--- src/inc/xmr_pkg.sv ---
// Package with constants and types for the extended mode register bank
package xmr_pkg;
  localparam int ADDR_W = 16;
  localparam int BA_W = 3;
  localparam logic [1:0] SEL_ONE = 2'h1;
  localparam logic [1:0] SEL_TWO = 2'h2;
  localparam logic [1:0] SEL_THREE = 2'h3;
  // Field positions in ext_config_one
  localparam int POS_DLL = 0;
  localparam int POS_DRV = 1;
  localparam int POS_RTT_LO = 2;
  localparam int POS_AL = 3;
  localparam int POS_RTT_HI = 6;
  localparam int POS_CAL = 7;
  localparam int POS_NDQS = 10;
  localparam int POS_RDQS = 11;
  localparam int POS_QOFF = 12;
  localparam int POS_RSV1 = 13;
  // Field positions in ext_config_two
  localparam int POS_PARTIAL_REFRESH_SELECT = 0;
  localparam int POS_DCC = 3;
  localparam int POS_SRATE = 7;
  localparam logic [2:0] AL_MAX = 3'h5;
  localparam logic [2:0] CAL_EXIT = 3'h0;
  localparam logic [2:0] CAL_HIGH = 3'h1;
  localparam logic [2:0] CAL_LOW = 3'h2;
  localparam logic [2:0] CAL_ADJ = 3'h4;
  localparam logic [2:0] CAL_DEF = 3'h7;
  localparam logic [15:0] RST_VAL = 16'h0000;
  localparam int DLL_LOCK_CYC = 200;
  typedef enum logic [2:0] {
    XMR_IDLE    = 3'h0,
    XMR_CAL     = 3'h1,
    XMR_CAL_DEF = 3'h2
  } xmr_cal_st_t;
endpackage

--- src/rtl/xmr_cmd_decode.sv ---
// Command decoder for mode-set and bank tracking
`timescale 1ns/1ns
module xmr_cmd_decode (
  input  wire logic       cs_n,
  input  wire logic       ras_n,
  input  wire logic       cas_n,
  input  wire logic       we_n,
  output logic            is_mrs,
  output logic            is_act,
  output logic            is_pre,
  output logic            is_read,
  output logic            is_write,
  output logic            is_sre
);
  always_comb begin
    is_mrs   = !cs_n && !ras_n && !cas_n && !we_n;
    is_act   = !cs_n && !ras_n && cas_n && we_n;
    is_pre   = !cs_n && !ras_n && cas_n && !we_n;
    is_read  = !cs_n && ras_n && !cas_n && we_n;
    is_write = !cs_n && ras_n && !cas_n && !we_n;
    is_sre   = !cs_n && !ras_n && !cas_n && we_n;
  end
endmodule // xmr_cmd_decode

--- src/rtl/xmr_bank.sv ---
// Extended mode register bank with decoded fields and checks
`timescale 1ns/1ns
module xmr_bank #(
  parameter int NUM_BANKS = 8
) (
  input  wire logic                      sys_clk,
  input  wire logic                      rst,
  input  wire logic                      cke,
  input  wire logic                      cs_n,
  input  wire logic                      ras_n,
  input  wire logic                      cas_n,
  input  wire logic                      we_n,
  input  wire logic [xmr_pkg::BA_W-1:0]  ba,
  input  wire logic [xmr_pkg::ADDR_W-1:0] addr,
  input  wire logic                      precharge_all,
  output logic                           dll_on,
  output logic                           drive_reduced,
  output logic [2:0]                     added_latency,
  output logic [1:0]                     termination_value,
  output logic [2:0]                     driver_calibration,
  output logic                           cal_drive_en,
  output logic                           cal_drive_level,
  output logic                           dqs_n_en,
  output logic                           rdqs_en,
  output logic                           dm_en,
  output logic                           rdqs_oe,
  output logic                           output_quiet,
  output logic [2:0]                     partial_refresh_select,
  output logic                           duty_corrector,
  output logic                           self_refresh_rate,
  output logic [15:0]                    ext_config_three,
  output logic                           dll_locked,
  output logic                           cfg_written,
  output logic                           protocol_error
);
  // Bank tracking and the partial refresh check only know these two sizes
  if (NUM_BANKS != 4 && NUM_BANKS != 8) begin : g_bad_banks
    $error("NUM_BANKS must be 4 or 8");
  end

  typedef struct packed {
    logic [15:0]         one;
    logic [15:0]         two;
    logic [15:0]         three;
    logic [2:0]          written;
    logic [NUM_BANKS-1:0] open;
    logic                in_sr;
    logic [7:0]          lock_cnt;
    logic                rd_act;
    xmr_pkg::xmr_cal_st_t cal_st;
    logic                err;
    logic                dll_run;
    logic                cal_en;
    logic                cal_hi;
    logic                ndqs_en;
    logic                mask_en;
    logic                rdqs_drv;
    logic                locked;
    logic                all_wr;
  } xmr_state_t;

  xmr_state_t s_q;
  xmr_state_t s_d;
  logic       is_mrs;
  logic       is_act;
  logic       is_pre;
  logic       is_read;
  logic       is_write;
  logic       is_sre;

  xmr_cmd_decode i_xmr_cmd_decode (
    .cs_n     (cs_n),
    .ras_n    (ras_n),
    .cas_n    (cas_n),
    .we_n     (we_n),
    .is_mrs   (is_mrs),
    .is_act   (is_act),
    .is_pre   (is_pre),
    .is_read  (is_read),
    .is_write (is_write),
    .is_sre   (is_sre)
  );

  function automatic logic reserved_one(input logic [15:0] v, input logic [2:0] b);
    logic [2:0] al;
    logic [2:0] cal;
    al  = v[xmr_pkg::POS_AL +: 3];
    cal = v[xmr_pkg::POS_CAL +: 3];
    reserved_one = (al > xmr_pkg::AL_MAX) || b[2] || (v[15:13] != 3'h0) ||
                   !(cal inside {xmr_pkg::CAL_EXIT, xmr_pkg::CAL_HIGH, xmr_pkg::CAL_LOW,
                                 xmr_pkg::CAL_ADJ, xmr_pkg::CAL_DEF});
  endfunction

  always_comb begin
    logic cmd;
    logic [2:0] cal;
    cmd = cke && !cs_n;
    cal = addr[xmr_pkg::POS_CAL +: 3];
    s_d = s_q;
    s_d.rd_act = 1'b0;
    if (cmd && is_act) begin
      s_d.open[ba[$clog2(NUM_BANKS)-1:0]] = 1'b1;
    end
    if (cmd && is_pre) begin
      if (precharge_all) s_d.open = '0;
      else s_d.open[ba[$clog2(NUM_BANKS)-1:0]] = 1'b0;
    end
    if (cmd && is_read) s_d.rd_act = 1'b1;
    // Self refresh entry takes CKE low with the refresh command
    if (!cs_n && is_sre && !cke) s_d.in_sr = 1'b1;
    if (s_q.in_sr && cke) begin
      s_d.in_sr = 1'b0;
      s_d.lock_cnt = 8'h00;
    end
    if (s_q.lock_cnt < 8'(xmr_pkg::DLL_LOCK_CYC)) s_d.lock_cnt = s_q.lock_cnt + 8'h01;
    if (cmd && is_mrs && ba[1:0] != 2'h0) begin
      if (s_q.open != '0) s_d.err = 1'b1;
      case (ba[1:0])
        xmr_pkg::SEL_ONE: begin
          s_d.one = addr;
          s_d.written[0] = 1'b1;
          if (reserved_one(addr, ba)) s_d.err = 1'b1;
          if (s_q.cal_st == xmr_pkg::XMR_CAL_DEF && cal != xmr_pkg::CAL_EXIT) s_d.err = 1'b1;
          if (addr[xmr_pkg::POS_DLL] == 1'b0 && s_q.one[xmr_pkg::POS_DLL] == 1'b1) begin
            s_d.lock_cnt = 8'h00;
          end
          case (cal)
            xmr_pkg::CAL_EXIT: s_d.cal_st = xmr_pkg::XMR_IDLE;
            xmr_pkg::CAL_DEF:  s_d.cal_st = xmr_pkg::XMR_CAL_DEF;
            default:           s_d.cal_st = xmr_pkg::XMR_CAL;
          endcase
        end
        xmr_pkg::SEL_TWO: begin
          s_d.two = addr;
          s_d.written[1] = 1'b1;
          if (ba[2] || (addr & 16'hff70) != 16'h0000) s_d.err = 1'b1;
          if (NUM_BANKS == 4 && addr[1:0] == 2'h3) s_d.err = 1'b1;
        end
        default: begin
          s_d.three = addr;
          s_d.written[2] = 1'b1;
          if (ba[2] || addr != 16'h0000) s_d.err = 1'b1;
        end
      endcase
    end else if (cmd && !is_mrs && s_q.cal_st != xmr_pkg::XMR_IDLE &&
                 (is_act || is_read || is_write || is_pre)) begin
      s_d.err = 1'b1;
    end
    // Gated outputs taken from the next state so every pin leaves a flop
    s_d.dll_run  = !s_d.one[xmr_pkg::POS_DLL] && !s_d.in_sr;
    s_d.cal_en   = s_d.one[xmr_pkg::POS_CAL +: 3] inside {xmr_pkg::CAL_HIGH, xmr_pkg::CAL_LOW};
    s_d.cal_hi   = s_d.one[xmr_pkg::POS_CAL +: 3] == xmr_pkg::CAL_HIGH;
    s_d.ndqs_en  = !s_d.one[xmr_pkg::POS_NDQS] && !s_d.one[xmr_pkg::POS_QOFF];
    s_d.mask_en  = !s_d.one[xmr_pkg::POS_RDQS];
    s_d.rdqs_drv = s_d.one[xmr_pkg::POS_RDQS] && s_d.rd_act &&
                   !s_d.one[xmr_pkg::POS_QOFF];
    s_d.locked   = s_d.dll_run && s_d.lock_cnt >= 8'(xmr_pkg::DLL_LOCK_CYC);
    s_d.all_wr   = &s_d.written;
  end

  always_ff @(posedge sys_clk or posedge rst) begin
    if (rst) begin
      s_q <= '{one: xmr_pkg::RST_VAL, two: xmr_pkg::RST_VAL, three: xmr_pkg::RST_VAL,
               written: 3'h0, open: '0, in_sr: 1'b0, lock_cnt: 8'h00, rd_act: 1'b0,
               cal_st: xmr_pkg::XMR_IDLE, err: 1'b0, dll_run: 1'b1, cal_en: 1'b0,
               cal_hi: 1'b0, ndqs_en: 1'b1, mask_en: 1'b1, rdqs_drv: 1'b0, locked: 1'b0,
               all_wr: 1'b0};
    end else begin
      s_q <= s_d;
    end
  end

  always_comb begin
    dll_on             = s_q.dll_run;
    drive_reduced      = s_q.one[xmr_pkg::POS_DRV];
    added_latency      = s_q.one[xmr_pkg::POS_AL +: 3];
    termination_value  = {s_q.one[xmr_pkg::POS_RTT_HI], s_q.one[xmr_pkg::POS_RTT_LO]};
    driver_calibration = s_q.one[xmr_pkg::POS_CAL +: 3];
    cal_drive_en       = s_q.cal_en;
    cal_drive_level    = s_q.cal_hi;
    output_quiet       = s_q.one[xmr_pkg::POS_QOFF];
    dqs_n_en           = s_q.ndqs_en;
    rdqs_en            = s_q.one[xmr_pkg::POS_RDQS];
    dm_en              = s_q.mask_en;
    rdqs_oe            = s_q.rdqs_drv;
    partial_refresh_select = s_q.two[xmr_pkg::POS_PARTIAL_REFRESH_SELECT +: 3];
    duty_corrector     = s_q.two[xmr_pkg::POS_DCC];
    self_refresh_rate  = s_q.two[xmr_pkg::POS_SRATE];
    ext_config_three   = s_q.three;
    dll_locked         = s_q.locked;
    cfg_written        = s_q.all_wr;
    protocol_error     = s_q.err;
  end
endmodule // xmr_bank

--- config.mk ---
export PLATFORM = sky130hd
export DESIGN_NAME = xmr_bank
export DESIGN_NICKNAME = d
export VERILOG_FILES = /design/src/inc/xmr_pkg.sv /design/src/rtl/xmr_cmd_decode.sv /design/src/rtl/xmr_bank.sv
export SDC_FILE = /design/constraint.sdc
export NUM_CORES = 1
export LEC_CHECK = 0
export BUFFER_PORTS_ARGS = -buffer_cell sky130_fd_sc_hd__buf_2
export CAP_MARGIN = 20
export CELL_PAD_IN_SITES_DETAIL_PLACEMENT = 0
export CELL_PAD_IN_SITES_GLOBAL_PLACEMENT = 1
export CORE_UTILIZATION = 45
export DETAILED_ROUTE_END_ITERATION = 8
export PLACE_DENSITY_LB_ADDON = 0.1
export SYNTH_ARGS = -nofsm -noshare
export SYNTH_HDL_FRONTEND = slang
export SYNTH_SLANG_ARGS = --single-unit
--- constraint.sdc ---
create_clock -name sys_clk -period 5.6 [get_ports sys_clk]
set_clock_uncertainty 0.1 [all_clocks]
set_input_delay 0.28 -clock sys_clk [delete_from_list [all_inputs] [get_ports sys_clk]]
set_output_delay 0.28 -clock sys_clk [all_outputs]
set_load 0.05 [all_outputs]
### Word level (Yosys, flattened, before mapping)

Index checks and enable logic that the tools add are counted.

* register bits after elaboration: 77
* latch bits: 0
* memory bits (writable): 0
* memory bits (read-only): 0
* input port bits: 27
* output and inout bits: 41
* word-level logic and storage cells: 132
* memories kept: 0

* add/subtract/negate cells: 1
* $mul: 0
* divide/modulo/power cells: 0
* magnitude comparators: 5
* equality and inequality tests: 9
* shift operators: 0
* multiplexer cells: 27
* bitwise gates (word level): 5
* reductions and logical operators: 67

Operators with widths (number)
* two-way mux 8 bit: 7
* two-way mux 48 bit: 1
* nonzero test 16 bit: 2
* logical AND 1 bit: 31
* two-way mux 17 bit: 1
* two-way mux 16 bit: 1
* two-way mux 13 bit: 1
* zero test 1 bit: 12
* two-way mux 1 bit: 12
* == test 3 x 2 -> 1 bit, second input constant: 3
* two-way mux 9 bit: 1
* nonzero test 3 bit: 3
* adder 8 x 1 -> 8 bit, second input constant: 1
* bitwise AND 8 bit: 1
* greater-or-equal comparator 8 bit, second input constant: 1
* logical OR 1 bit: 8
* less-than comparator 8 bit, second input constant: 1
* inverter 8 bit: 1
* OR 8 bit: 1
* nonzero test 8 bit: 1
* == test 3 x 1 -> 1 bit, second input constant: 2
* == test 3 bit, second input constant: 2
* AND reduction 2 bit: 3
* nonzero test 2 bit: 3
* other kinds (13): 14

### Depth between registers and ports, before layout

Gate-level depths: netlist of the first run.

* word-level depth: 14
* mapped depth: 7
* mapped depth without buffers: 7

### Hierarchy

From an unflattened synthesis of the first run, not the netlist that was laid out.

* cells, all modules: 264
* area total of the unflattened synthesis: 3108.0 µm²

By module, submodules not included
* xmr_bank: times used 1, cells each 258, area an instance 3050.4 µm²
* xmr_cmd_decode: times used 1, cells each 6, area an instance 57.6 µm²

### Worst setup path before layout of the first run

Ideal clock, no wire load.

* path kind: input-to-reg
* start: input ba[1] in the netlist's numbering
* end: register s_q, in the netlist ext_config_three[0]
* setup time: 128 ps
* arrival: 1685 ps
* data required time: 5372 ps
* setup slack: 3687 ps
* cell stages on the path: 7
* buffers on the path: 2
* path through: inv_1 -> ha_1 -> nor4b_2 -> nor2b_1 -> buf_2 -> buf_4 -> mux2_1

* word-level cells in the longest chain between the ends: 4

RTL lines
* from (decl): line xmr_bank.sv:13 `input wire logic [xmr_pkg::BA_W-1:0] ba,`
* == test 2 bit / == test 2 x 1 -> 1 bit (equally long branches): line xmr_bank.sv:118 `case (ba[1:0])`
* OR reduction 2 bit (no source line)
* inverter 1 bit (no source line)
* AND reduction 2 bit (no source line) *
* to (signal assigned): line xmr_bank.sv:163 `s_q <= '{one: xmr_pkg::RST_VAL, two: xmr_pkg::RST_VAL, three: xmr_pkg::RST_VAL,`
* to (decl): line xmr_bank.sv:62 `xmr_state_t s_q;`

Every way passes the cells marked *; elsewhere a longest branch is shown, timed or not.
A chain may end at the register's enable or synchronous reset.

==> impl_metrics.toml, run 1 <==
[sta]
fin_crit_ns = 2.28
finalSetupTns_ns = 0
hold_viol_final = 0
tightest_slew_ns = 0.908
slew_viol_final = 0
rsz0062_at_grt = "false"
period_share_pct = 40.6
fmax_mhz = 439
slew_headroom_pct = 39.2
setup_viol = 0

[floorplanning]
row_count = 29
start_util_pct = 47.4
core_area_sq_um = 6460
io-pin-count = 68
die_h_um = 84.5
die_x_um = 84.5
die-area_sq_um = 7140

[synthesis]
synth_top_area_share_pct = 50.6
synth_enable_flop_cells = 0
ys_seq_area_share_pct = 53.2
syn_inst = 265
async_flop_share_pct = 100
synth_area_sq_um = 3060
yosys-top-cells-count = "62 x dfrtp_1, 28 x buf_4, 16 x mux2_1, 16 x nor2_1, 15 x mux2_2"
synth_area_leaders = "dfrtp_1 51%, buf_4 6.9%, mux2_1 5.9%"
synth_seq_cells = 65
synthFlopType = "dfrtp_1"
syn_avg_cell_area_sq_um = 11.6
syn_nets = 296
yosysMostFrequentCell = "dfrtp_1"
yosys.area.top_type = "dfrtp_1"
synthDistinctLibCells = 45
synth_warnings = 0

[clocking]
htree_num_levels = 3
cts_hold_buf = 0
tritoncts = "built"
cts_buffers = 9
postCtsSetupRepairBufs = 0
clkSinkCount = 65
cts_root_buf = "clkbuf_8"
clock_latency_ns = 0.34
cts.repair.resized = 0
clockBufferDepth = 2
clkTransAtPathRegs_ns = 0.07

[power_and_ir_drop]
switching_share_pct = 37.8
p_sw_w = 0.000532
powerDensity_nw_per_um2 = 407
leakagePower_nw = 1.73
p_clk_share_pct = 25.5
power.internal_w = 0.000876
combPwrFrac_pct = 30.2
seqPwrFrac_pct = 44.3
max-vdd-ir-drop_mv = 0.182

[critical_path]
r2r-start = "s_q[17]$_DFF_PP0_"
startpoint_type = "input port"
reg2reg_setup_slack_ns = 3.43
crit_fanout = 18
worstSetupPathType = "input port to flop"
r2r_end = "dll_locked$_DFF_PP0_"
critPathArrivalTime_ns = 2.40
end_kind = "flop"
rr_worst_depth = 5
required_ns = 5.72

[placement]
hpwl_um = 4290
gp_congestion = 0.828
port-buffer-count = 67
dp.cells = 378

[outcome]
violations = "design-rule violations"
status = "finished with violations"

[routing]
vias_per_cell = 5.35
wire_per_inst_um = 15.7
drc = 10
first_iter_violations = 99
postRouteAntennaNets = 0
drt-pass1-iter-count = 6
wl_um = 6170
detailroute.via_count = 2109

[global_routing]
grt_pass1_vias = 2048
antenna_found_initial = 0
grt_start_max_net_pins = 66
grt_usage_pct = 19.0
grt_pass1_wl_um = 10500
overflow = 0

[finish]
num_antenna_cells = 0
area_delta_synth_final_pct = 12.7
fin_nets = 343
final_cells = 394
drive_above_1_share_pct = 34.7

[min_path]
hold_class = "input port to asynchronous set/reset pin"

[run]
max_cap_viol_count = 0
## cells by family after synthesis
family	synth area share, %
AO/OA/AOI/OAI	10.0
flip-flops	53.2
adder cells (fa/ha/maj)	1.63
multiplexers	12.4
XOR/XNOR	1.43
AND/OR/NAND/NOR	13.0
buffers and inverters	8.37
## per-layer routing
metal	vias to the layer above	share of wire, %	GRT usage, %
li1	1018	-	-
met1	1026	49	28.4
met2	60	45	26.0
met3	5	4.7	5.60
met4	0	1.3	7.09
met5	-	0	0
## registers in the layout, summed over array words and instances (netlist names)
register,count
s_q,24
ext_config_three,16
added_latency,3
driver_calibration,3
partial_refresh_select,3
termination_value,2
cal_drive_en,1
cal_drive_level,1
cfg_written,1
dll_locked,1
dll_on,1
dm_en,1
dqs_n_en,1
drive_reduced,1
duty_corrector,1
output_quiet,1
protocol_error,1
rdqs_en,1
rdqs_oe,1
self_refresh_rate,1
## final cells by class
cell class,instances,area (sq um)
clock buffers,14,163
clock inverters,2,12.5
fillers,598,3000
inverters,8,30.0
multi-input cells,160,1180
flip-flops and latches,65,1630
well taps,77,96.3
repair buffers,68,343
## metrics by stage
step	total power, W	instance area, sq um	worst slack [ns]	util [%]	hold slack [ns]
floorplan	0.000995	3060	3.60	-	0.254
finish	0.00141	3450	3.32	53.5	0.0774
CTS	0.00142	3450	3.27	53.5	0.0711
global route	0.00149	3450	3.06	53.5	0.0723
global placement	0.00105	3280	2.98	50.8	0.334
detailed placement	0.00106	3280	2.92	50.8	0.341
## critical path, stage by stage
cell and delay [ns]:
buf_2 0.16, inv_1 0.12, ha_1 0.23, nor4b_2 0.26, nand2_1 0.51, mux2i_1 0.34, and2b_1 0.17, nor4bb_1 0.31
## how the worst max path moves through the flow
stage / to / start / cells past startpoint
floorplan: added_latency[0]$_DFFE_PP0P_ / rst / 1
global placement: ext_config_three[8]$_DFFE_PP0P_ / ba[1] / 6
detailed placement: dll_locked$_DFF_PP0_ / ba[1] / 8
CTS: dll_locked$_DFF_PP0_ / ba[1] / 8
global route: dll_locked$_DFF_PP0_ / ba[1] / 8
finish: dll_locked$_DFF_PP0_ / ba[1] / 8
## cell usage in the layout (no fill, tap or decap), types with 4 or more instances in the layout
cell type / Yosys / final
buf_2: 1 / 67
dfrtp_1: 62 / 62
nor2_1: 16 / 16
mux2_1: 16 / 16
mux2_2: 15 / 15
a21oi_1: 14 / 14
nand2_1: 13 / 13
o21ai_0: 13 / 13
clkbuf_8: 0 / 11
inv_1: 8 / 7
nand3_1: 6 / 6
a31oi_1: 6 / 6
nor3_1: 4 / 4
ha_1: 4 / 4
## power groups by stage
| stage | Sequential, W | Clock [W] | Combinational, W |
|---|---|---|---|
| final | 0.000624 | 0.000359 | 0.000425 |
| after global routing | 0.000637 | 0.000392 | 0.000458 |
| after CTS | 0.000623 | 0.000368 | 0.000428 |
| after detailed placement | 0.000631 | 0 | 0.000427 |
| after global placement | 0.000631 | 0 | 0.000424 |
| after floorplan | 0.000670 | 0 | 0.000325 |
(Power assumes the default switching activity.)
==> inputs of run 2 (changes only) <==
- CORE_UTILIZATION: 45 -> 42
- clock period: 5.6 -> 2.1 ns (I/O delays scaled with it)
==> run 2 against run 1 <==
Net effect:
- the run now ends clean
- clock power increased to 2.6 times the previous value
- non-clock buffer count increased by 28
- combinational power increased to 2.9 times the previous value
- flip-flop and latch count unchanged
- worst setup slack got worse by 3.2 ns
- total power increased to 2.7 times the previous value
- via count increased by 4.8%
- highest routed layer unchanged
==> impl_metrics.toml, run 2 (synthesis results as in run 1) <==
[global_routing]
overflow = 0
antenna_found_initial = 0
grt_pass1_wl_um = 10500
grt_start_max_net_pins = 42
grt_pass1_vias = 2212
grt_usage_pct = 18.4

[clocking]
clkSinkCount = 65
cts_root_buf = "clkbuf_8"
cts_buffers = 9
htree_num_levels = 3
clock_latency_ns = 0.34
clockBufferDepth = 2
tritoncts = "built"
clkTransAtPathRegs_ns = 0.07

[critical_path]
crit_slowest_cell = "dlygate4sd3_1"
path_cells = "dlygate4sd3_1, buf_2, nor3b_2, nor4b_2, nor2b_2, buf_12, mux2_1"
critPathTopFamily = "buffers and inverters"
critPathArrivalTime_ns = 2.11
end_kind = "flop"
required_ns = 2.22
cp_slowest_stage_delay_ns = 0.53
crit_fanout = 17
worstSetupPathType = "input port to flop"
cp.buffers_inverters = 3
startpoint_type = "input port"

[floorplanning]
die-area_sq_um = 7640
row_count = 30
start_util_pct = 44.4
core_area_sq_um = 6910
die_x_um = 87.4
die_h_um = 87.4
io-pin-count = 68

[sta]
hold_viol_final = 0
slew_headroom_pct = 63.1
setup_viol = 0
fmax_mhz = 503
tightest_slew_ns = 0.553
fin_crit_ns = 1.99
fin_ws_ns = 0.110
slew_viol_final = 0
finalSetupTns_ns = 0
period_share_pct = 94.7

[routing]
first_iter_violations = 75
vias_per_cell = 5.02
drc = 0
drt-pass1-iter-count = 4
detailroute.via_count = 2210
postRouteAntennaNets = 0
wire_per_inst_um = 14.6
wl_um = 6430

[placement]
place_ws_ns = 0.141
hpwl_um = 4420
port-buffer-count = 67
gp_congestion = 0.850

[finish]
fin_nets = 371
drive_above_1_share_pct = 34.9
regMostFlops = "s_q"
largest_reg_flops = 24
num_antenna_cells = 0
mostFrequentLayoutCell = "buf_2"
mostFrequentLayoutCells = "67 x buf_2, 62 x dfrtp_1, 19 x dlygate4sd3_1"
area_delta_synth_final_pct = 22.5

[outcome]
status = "complete, no violations"

[power_and_ir_drop]
powerDensity_nw_per_um2 = 1010
leakagePower_nw = 1.86
total_power_w = 0.00380
max-vdd-ir-drop_mv = 0.542

[run]
max_cap_viol_count = 0

[min_path]
hold_class = "input port to flop"
-- run 2: cell types whose count changed in the layout (fill, tap and decap cells not counted) --
cell           delta
dlygate4sd3_1    +19
buf_4             +7
buf_12            +2
a211oi_1          -1
a211oi_2          +1
clkbuf_1          -1
clkbuf_8          -1
clkinv_2          +1
-- run 2: worst min-delay path, stage by stage --
cell     delay, ns
buf_2         0.11
nor2b_1       0.06
nand3_1       0.09
nor3_1        0.05
-- run 2: path summary, 6_finish.rpt --
kind | cells after the start | to | start | slack [ns]
worst max-delay path | 7 | ext_config_three[13]$_DFFE_PP0P_ | ras_n | 0.11
worst min-delay path | 4 | rdqs_oe$_DFF_PP0_ | cs_n | 0.02
worst max register to register | 6 | dll_locked$_DFF_PP0_ | s_q[14]$_DFF_PP0_ | 0.14
worst min register to register | 1 | s_q[32]$_DFF_PP0_ | s_q[32]$_DFF_PP0_ | 0.36
max in group asynchronous | 4 | dqs_n_en$_DFF_PP1_ | rst | 0.98
min in group asynchronous | 3 | cal_drive_level$_DFF_PP0_ | rst | 0.26
-- run 2: per-stage QoR --
step	instances	cell area, sq um	hold slack [ns]	util (%)
2_1_floorplan	265	3060	0.0792	-
3_3_place_gp	404	3380	0.0884	48.9
3_5_place_dp	404	3380	0.0932	48.9
4_1_cts	438	3730	0.0113	54.1
5_1_grt	440	3750	0.0373	54.3
6_report	440	3750	0.0173	54.3
-- run 2: final cells by class --
| class | count | area (sq um) |
|---|---|---|
| Tap cell | 96 | 120 |
| Inverter | 8 | 30.0 |
| Clock buffer | 12 | 145 |
| Timing Repair Buffer | 96 | 626 |
| Multi-Input combinational cell | 160 | 1180 |
| Clock inverter | 3 | 17.5 |
| Fill cell | 660 | 3150 |
| Sequential cell | 65 | 1630 |
-- run 2: what timing repair did --
action                     CTS  global route
setup endpoints to repair    0             1
hold buffers                19             0
buffers inserted             0             2
gates resized for setup      0             1
hold endpoints to repair    58             0
-- run 2: where the power goes --
part	total [W]	switching, W	internal (W)
clock network	0.000918	0.000467	0.000451
logic	0.00124	0.000808	0.000428
registers	0.00165	0.000157	0.00149
total	0.00380	0.00143	0.00237
-- run 2: routing by layer --
metal | global-route usage [%] | vias to the layer above | wire length [um]
met4 | 7.60 | 0 | 116
met2 | 29.8 | 51 | 2990
met5 | 0 | - | 0
li1 | - | 1072 | -
met1 | 23.4 | 1076 | 3060
met3 | 4.64 | 11 | 258
